File: config.mk
export PLATFORM = sky130hd
export DESIGN_NAME = krc_top
export DESIGN_NICKNAME = d
export VERILOG_FILES = /design/src/hdl/krc_pkg.sv /design/src/hdl/krc_top.sv /design/src/hdl/krc_reset_gen.sv
export SDC_FILE = /design/constraint.sdc
export NUM_CORES = 1
export LEC_CHECK = 0
export BUFFER_PORTS_ARGS = -buffer_cell sky130_fd_sc_hd__buf_4
export CAP_MARGIN = 20
export CORE_MARGIN = 4
export CORE_UTILIZATION = 43
export CTS_BUF_LIST = sky130_fd_sc_hd__clkbuf_16
export CTS_CLUSTER_DIAMETER = 50
export DETAILED_ROUTE_END_ITERATION = 16
export PLACE_DENSITY = 0.89
export SLEW_MARGIN = 20
export SYNTH_ARGS = -nofsm -noshare
export SYNTH_HDL_FRONTEND = slang
export SYNTH_HIERARCHICAL = 1
export SYNTH_SLANG_ARGS = --single-unit
export TNS_END_PERCENT = 30
File: constraint.sdc
create_clock -name clk_i -period 2.7 [get_ports clk_i]
set_input_delay 0.405 -clock clk_i [delete_from_list [all_inputs] [get_ports clk_i]]
set_output_delay 0.405 -clock clk_i [all_outputs]
set_load 0.1 [all_outputs]
File: src/hdl/krc_pkg.sv
package krc_pkg;

	// bus geometry
	localparam int unsigned ADDR_W = 32;
	localparam int unsigned DATA_W = 32;
	localparam int unsigned IDX_W  = 8;

	// register indices; the byte address is four times the index
	localparam logic [IDX_W-1:0] IDX_SOFT_RESET_CONTROL = 8'h14;
	localparam logic [IDX_W-1:0] IDX_ZERO_ERROR_CAL     = 8'h15;
	localparam logic [IDX_W-1:0] IDX_RESET_UNLOCK       = 8'h17;
	localparam logic [IDX_W-1:0] IDX_KRC_STATUS         = 8'h18;

	// byte address field: word index sits above the two byte-lane bits
	localparam int unsigned IDX_LSB = 2;

	// field layouts
	localparam int unsigned CODE_W            = 4;
	localparam int unsigned SOFT_RESET_BIT    = 0;
	localparam int unsigned CAL_TRIGGER_BIT   = 0;
	localparam int unsigned STAT_UNLOCKED_BIT = 0;
	localparam int unsigned STAT_RST_BUSY_BIT = 1;
	localparam int unsigned STAT_CAL_SEEN_BIT = 2;

	// values
	localparam logic [CODE_W-1:0] UNLOCK_CODE_VAL  = 4'hA;
	localparam logic [CODE_W-1:0] UNLOCK_RESET_VAL = 4'h0;
	localparam logic [DATA_W-1:0] RDATA_ZERO       = 32'h0000_0000;

	// ahb encodings
	localparam logic [1:0] HTRANS_NONSEQ = 2'h2;
	localparam logic [1:0] HTRANS_SEQ    = 2'h3;
	localparam logic       HRESP_OKAY    = 1'h0;

	// timing
	localparam int unsigned CLK_PERIOD_NS     = 10;
	localparam int unsigned SOFT_RST_TIME_NS  = 100;
	localparam int unsigned SOFT_RST_CYCLES   =
		(SOFT_RST_TIME_NS + CLK_PERIOD_NS - 1) / CLK_PERIOD_NS;
	localparam int unsigned RST_CNT_W         = 8;

	// latched address phase
	typedef struct packed {
		logic             write;
		logic [IDX_W-1:0] idx;
		logic             hit;
	} krc_addr_phase_s;

	// bus slave states
	typedef enum logic [1:0] {
		KRC_IDLE = 2'b01,
		KRC_WAIT = 2'b10
	} krc_bus_state_e;

endpackage : krc_pkg

File: src/hdl/krc_top.sv
// The AHB-Lite register port was left to the implementer.
`timescale 1ns/1ps

// Operation
// - soft reset writes take effect only while the unlock code equals 1010b
// - the unlock key survives the soft device reset it enables
// - an enabled write of 1 to reset bit 0 resets the whole device
// - writing 1 to calibration bit 0 starts the offset calibration cycle; the code drops such a write while the soft device reset is held
// - unlock key bits 7 to 4 read zero; host never writes them
// - bits 7 to 1 of reset and calibration registers read zero
module krc_top
	import krc_pkg::*;
(
	input  wire logic              clk_i,
	input  wire logic              rst_n_i,
	input  wire logic              hsel_i,
	input  wire logic [ADDR_W-1:0] haddr_i,
	input  wire logic [1:0]        htrans_i,
	input  wire logic              hwrite_i,
	input  wire logic [2:0]        hsize_i,
	input  wire logic [DATA_W-1:0] hwdata_i,
	input  wire logic              hready_i,
	output logic                   hreadyout_o,
	output logic                   hresp_o,
	output logic [DATA_W-1:0]      hrdata_o,
	output logic                   dev_reset_n_o,
	output logic                   cal_start_o
);

	krc_bus_state_e        state_q;
	krc_bus_state_e        state_d;
	krc_addr_phase_s       aph_q;
	krc_addr_phase_s       aph_d;
	logic [CODE_W-1:0]     unlock_code_q;
	logic                  cal_seen_q;
	logic                  addr_take;
	logic                  wr_en;
	logic                  rd_en;
	logic                  wr_key;
	logic                  wr_rst;
	logic                  wr_cal;
	logic                  rst_bit;
	logic                  cal_bit;
	logic                  soft_reset_req;
	logic                  cal_req;
	logic                  rst_busy;
	logic                  code_match;
	logic [DATA_W-1:0]     rdata_d;

	// an address phase is taken when selected, active and the bus is ready
	assign addr_take = hsel_i && hready_i &&
		((htrans_i == HTRANS_NONSEQ) || (htrans_i == HTRANS_SEQ));

	// decode of the address phase into the held struct
	always_comb begin
		aph_d       = aph_q;
		aph_d.hit   = 1'b0;
		if (addr_take) begin
			aph_d.hit   = 1'b1;
			aph_d.write = hwrite_i;
			aph_d.idx   = haddr_i[IDX_LSB +: IDX_W];
		end
	end

	// two-state slave: every transfer gets one wait cycle
	always_comb begin
		state_d = state_q;
		unique case (state_q)
			KRC_IDLE: begin
				if (addr_take) begin
					state_d = KRC_WAIT;
				end
			end
			KRC_WAIT: begin
				state_d = KRC_IDLE;
			end
			default: begin
				state_d = KRC_IDLE;
			end
		endcase
	end

	// bus state register
	always_ff @(posedge clk_i or negedge rst_n_i) begin
		if (!rst_n_i) begin
			state_q <= KRC_IDLE;
		end else begin
			state_q <= state_d;
		end
	end

	// held address phase
	always_ff @(posedge clk_i or negedge rst_n_i) begin
		if (!rst_n_i) begin
			aph_q <= '0;
		end else if (state_q == KRC_IDLE) begin
			aph_q <= aph_d;
		end
	end

	// hwdata is valid in the wait cycle of a write data phase
	assign wr_en = (state_q == KRC_WAIT) && aph_q.hit && aph_q.write;
	assign rd_en = (state_q == KRC_WAIT) && aph_q.hit && !aph_q.write;

	// per-register write strobes of the data phase
	assign wr_key = wr_en && (aph_q.idx == IDX_RESET_UNLOCK);
	assign wr_rst = wr_en && (aph_q.idx == IDX_SOFT_RESET_CONTROL);
	assign wr_cal = wr_en && (aph_q.idx == IDX_ZERO_ERROR_CAL);

	// write-only pulse bits taken straight from the data bus
	assign rst_bit = hwdata_i[SOFT_RESET_BIT];
	assign cal_bit = hwdata_i[CAL_TRIGGER_BIT];

	// unlock comparison against the key field
	assign code_match = (unlock_code_q == UNLOCK_CODE_VAL);

	// reset request only when unlocked and not already in reset
	assign soft_reset_req = wr_rst && rst_bit && code_match && !rst_busy;

	// calibration request, held off while the device sits in reset
	assign cal_req = wr_cal && cal_bit && !rst_busy;

	// unlock key: only power-up or a key write of zero clears it, the soft reset does not
	always_ff @(posedge clk_i or negedge rst_n_i) begin
		if (!rst_n_i) begin
			unlock_code_q <= UNLOCK_RESET_VAL;
		end else if (wr_key) begin
			unlock_code_q <= hwdata_i[CODE_W-1:0];
		end
	end

	// reset stretcher driving the device reset output
	krc_reset_gen u_reset_gen (
		.clk_i         (clk_i),
		.rst_n_i       (rst_n_i),
		.req_i         (soft_reset_req),
		.dev_reset_n_o (dev_reset_n_o),
		.busy_o        (rst_busy)
	);

	// calibration start pulse, high for the one cycle after each calibration request
	always_ff @(posedge clk_i or negedge rst_n_i) begin
		if (!rst_n_i) begin
			cal_start_o <= 1'b0;
		end else begin
			cal_start_o <= cal_req;
		end
	end

	// sticky record of a launched calibration, cleared by any device reset
	always_ff @(posedge clk_i or negedge rst_n_i) begin
		if (!rst_n_i) begin
			cal_seen_q <= 1'b0;
		end else if (cal_req) begin
			cal_seen_q <= 1'b1;
		end else if (rst_busy) begin
			cal_seen_q <= 1'b0;
		end
	end

	// read mux; pulse registers and reserved bits read zero
	always_comb begin
		rdata_d = RDATA_ZERO;
		unique case (aph_q.idx)
			IDX_SOFT_RESET_CONTROL: rdata_d = RDATA_ZERO;
			IDX_ZERO_ERROR_CAL:     rdata_d = RDATA_ZERO;
			IDX_RESET_UNLOCK: begin
				rdata_d[CODE_W-1:0] = unlock_code_q;
			end
			IDX_KRC_STATUS: begin
				rdata_d[STAT_UNLOCKED_BIT] = code_match;
				rdata_d[STAT_RST_BUSY_BIT] = rst_busy;
				rdata_d[STAT_CAL_SEEN_BIT] = cal_seen_q;
			end
			default: rdata_d = RDATA_ZERO;
		endcase
	end

	// read data register, loaded at the end of the wait cycle
	always_ff @(posedge clk_i or negedge rst_n_i) begin
		if (!rst_n_i) begin
			hrdata_o <= RDATA_ZERO;
		end else if (rd_en) begin
			hrdata_o <= rdata_d;
		end
	end

	// ready drops for one cycle after each taken address phase
	always_ff @(posedge clk_i or negedge rst_n_i) begin
		if (!rst_n_i) begin
			hreadyout_o <= 1'b1;
		end else begin
			hreadyout_o <= !(state_d == KRC_WAIT);
		end
	end

	// response is always okay
	always_ff @(posedge clk_i or negedge rst_n_i) begin
		if (!rst_n_i) begin
			hresp_o <= HRESP_OKAY;
		end else begin
			hresp_o <= HRESP_OKAY;
		end
	end

endmodule // krc_top

File: src/hdl/krc_reset_gen.sv
`timescale 1ns/1ps

// stretches a one-cycle soft reset request into a held device reset
module krc_reset_gen
	import krc_pkg::*;
(
	input  wire logic clk_i,
	input  wire logic rst_n_i,
	input  wire logic req_i,
	output logic      dev_reset_n_o,
	output logic      busy_o
);

	logic [RST_CNT_W-1:0] cnt_q;
	localparam logic [RST_CNT_W-1:0] CNT_LOAD = RST_CNT_W'(SOFT_RST_CYCLES);
	localparam logic [RST_CNT_W-1:0] CNT_ZERO = '0;
	localparam logic [RST_CNT_W-1:0] CNT_ONE  = RST_CNT_W'(1);

	// hold counter, reloaded by each request
	always_ff @(posedge clk_i or negedge rst_n_i) begin
		if (!rst_n_i) begin
			cnt_q <= CNT_ZERO;
		end else if (req_i) begin
			cnt_q <= CNT_LOAD;
		end else if (cnt_q != CNT_ZERO) begin
			cnt_q <= cnt_q - CNT_ONE;
		end
	end

	// registered reset output, low while the counter runs
	always_ff @(posedge clk_i or negedge rst_n_i) begin
		if (!rst_n_i) begin
			dev_reset_n_o <= 1'b0;
			busy_o        <= 1'b0;
		end else begin
			dev_reset_n_o <= !(req_i || (cnt_q > CNT_ONE));
			busy_o        <= req_i || (cnt_q > CNT_ONE);
		end
	end

endmodule // krc_reset_gen

==> key figures <==
Yosys
  – Synth Flop Type: dfrtp_1
  – Mapped cell area: 1760 um^2
  – EDFF count, synth: 0
  – Sequential fraction of the synthesis area: 0.472
  – Post-Syn Instances: approximately 150
  – Synth async-reset ratio: 1.00
  – Mean Syn Cell Area: around 11 um^2
  – Synth warnings: 6
  – Yosys reg bits: 33
  – Netlist cell types: 44

Layout
  – Total Nets Final: ~260
  – Number of diodes: 0
  – Filler cells: around 350
  – Commonest non-fill, non-tap cell in the layout: dfrtp_1
  – Final design utilization: 0.535
  – Post-route cell area: ~2000 um^2
  – Ratio of cells with drive above 1 in the final layout: 0.286
  – P&R area growth vs syn: 15.8%
  – Most frequent cells in the layout: dfrtp_1 (31), conb_1 (29), buf_4 (24)

CTS
  – Root Buffer: clkbuf_16
  – TritonCTS Buffers: 5
  – Cts hold-fix bufs: 0
  – CTS tree: built
  – Clk sink count: 33
  – Clk_lat worst skew: between 0.2 and 0.3 ns
  – CTS-repair resized insts: 0
  – Reg clk slew, reported paths: roughly 0.050 ns
  – H-tree levels: 2
  – Clock tree buffer depth: 2
  – Setup bufs post-CTS: 0

Worst setup path
  – Crit path required time: between 2 and 3 ns
  – Worst path top cell family by delay: simple AND/OR/NAND/NOR gates
  – Worst Path Buf+Inv: 1
  – CP Cell Sequence: or4b_1 -> nor2_1 -> and3_1 -> inv_1 -> o311ai_0 -> o41ai_1
  – Maximum fanout along the worst path: 13
  – Setup crit end kind: flip-flop
  – Worst Setup Start Kind: flip-flop
  – Kind of critical path: reg -> reg
  – Slowest stage delay, CP: ~0.70 ns
  – CP Data Arrival Time: between 2 and 2.5 ns
  – Slowest cell on the critical path: or4b_1

Timing
  – Setup violation total in the final timing report: 0
  – Final WS setup: 0.424 ns
  – Clock Skew: approximately 0.0055 ns
  – Worst Tran Pin Value: ~0.58 ns
  – Max Clk Rate: 439 MHz
  – Fin crit share: 0.843
  – Min Tclk post-route: around 2.3 ns
  – Slew Viols, Final: 0
  – Slew Limit Headroom: 0.612
  – Unrepaired setup endpoints after global routing: no
  – Sum Neg Setup Slack: 0 ns
  – Hold Fails Final Rpt: 0

GRT
  – Initial antenna violation count: 0
  – Overall routing resource usage: 0.125
  – Vias in the first global route: 1,079
  – Largest net degree at the start of global routing: 34
  – Global-route wire length before repair: 4.89 mm
  – Grt ovf: 0

Min path
  – Hold Crit Class: in -> async

Drt
  – Drt pass-1 iters: 4
  – Vias per inst: just under 5
  – Antenna Nets Post-Route: 0
  – WL/cell: 13.0 um
  – Residual DRC count: 0
  – Final WL: around 3.0 mm
  – First DRT Iteration DRCs: 67
  – Vias: between 1,000 and 1,500

Place
  – DP Area: roughly 1900 um^2
  – HPWL after DPL: 2.26 mm
  – Buffers on Ports: 24
  – Routability cong.: roughly 0.79
  – Pre-CTS setup slack: around 0.48 ns

Die
  – Core Region: 3800 um^2
  – Die W: ~72 um
  – Initial Util: 0.462
  – Num ports: between 100 and 150
  – Die Y: about 70 um
  – Die area: 5170 um^2
  – FP Rows: 22

Power
  – Peak supply drop: 0.412 mV
  – PD cells: around 710 nW/um^2
  – Lkg Pwr: just over 1 nW
  – Power, Total: ~1.4 mW

Outcome
  – Status: finished clean

Job
  – Max cap viols: 0
[routing by layer]
metal  global-route usage  vias to the layer above  wire length [um]
li1                     -                      534                 -
met1                0.144                      544              1200
met2                0.195                       36              1510
met3               0.0540                        6               224
met4               0.0689                        0                69
met5                    0                        -                 0
[kinds of logic after synthesis]
family	synth area share
buf+inv	0.148
mux	0.110
flops	0.472
compound gates	0.0627
simple gates	0.184
other cells	0.00214
fa+ha+maj	0.0214
[final timing paths]
kind / startpoint / to / slack [ns] / cells after the start
setup / recovery: aph_q[6]$_DFFE_PN0P_ / u_reset_gen/cnt_q[6]$_DFFE_PN0P_ / 0.42 / 6
hold / removal: rst_n_i / aph_q[8]$_DFFE_PN0P_ / 0.07 / 1
setup reg to reg: aph_q[6]$_DFFE_PN0P_ / u_reset_gen/cnt_q[6]$_DFFE_PN0P_ / 0.42 / 6
hold reg to reg: aph_q[6]$_DFFE_PN0P_ / aph_q[6]$_DFFE_PN0P_ / 0.50 / 1
max in group asynchronous: rst_n_i / hreadyout_o$_DFF_PN1_ / 2.31 / 1
min in group clk_i: hready_i / hreadyout_o$_DFF_PN1_ / 0.30 / 2
[cell usage after synthesis (2+ instances only)]
| cell | n | area [um^2] |
|---|---|---|
| dfrtp_1 | 31 | 776 |
| buf_4 | 29 | 218 |
| mux2_2 | 14 | 158 |
| nor2_1 | 10 | 37.5 |
| inv_1 | 8 | 30.0 |
| a221o_1 | 3 | 30.0 |
| ha_1 | 3 | 37.5 |
| nand2_1 | 3 | 11.3 |
| nand2b_1 | 3 | 18.8 |
| nor2b_1 | 3 | 18.8 |
| o21ai_0 | 3 | 15.0 |
| and2_1 | 2 | 12.5 |
| and3_1 | 2 | 12.5 |
| buf_1 | 2 | 7.51 |
| dfstp_2 | 2 | 52.6 |
| mux2i_1 | 2 | 20.0 |
| nand3_1 | 2 | 10.0 |
| nand4_1 | 2 | 12.5 |
| nand4b_1 | 2 | 17.5 |
| nor3_1 | 2 | 10.0 |
| nor4_1 | 2 | 12.5 |
| or3_1 | 2 | 12.5 |
[registers in the layout, summed over array words and instances, names as in the netlist]
register / flops
hrdata_o: 4
u_reset_gen/busy_o: 1
u_reset_gen/cnt_q: 8
hreadyout_o: 1
aph_q: 10
unlock_code_q: 4
cal_start_o: 1
cal_seen_q: 1
u_reset_gen/dev_reset_n_o: 1
state_q: 2
[stage by stage]
stage / cells / hold slack, ns
after floorplan: 182 / 0.109
after global placement: 222 / 0.365
after detailed placement: 222 / 0.375
after CTS: 230 / 0.0778
after global routing: 230 / 0.0992
final: 230 / 0.0677
[power by group]
group / internal, mW / total (mW) / switching [mW]
clock network: 0.428 / 0.623 / 0.195
registers: 0.529 / 0.552 / 0.0226
logic: 0.0513 / 0.270 / 0.219
[cell type report]
class	instances	area, um^2	area share
sequential	33	828	0.407
multi-input combinational	109	772	0.380
timing repair buffer	24	180	0.0886
clock buffer	5	125	0.0615
tap	48	60.1	0.0295
clock inverter	3	37.5	0.0185
inverter	8	30.0	0.0148
Power figures use the tool's default switching activity.
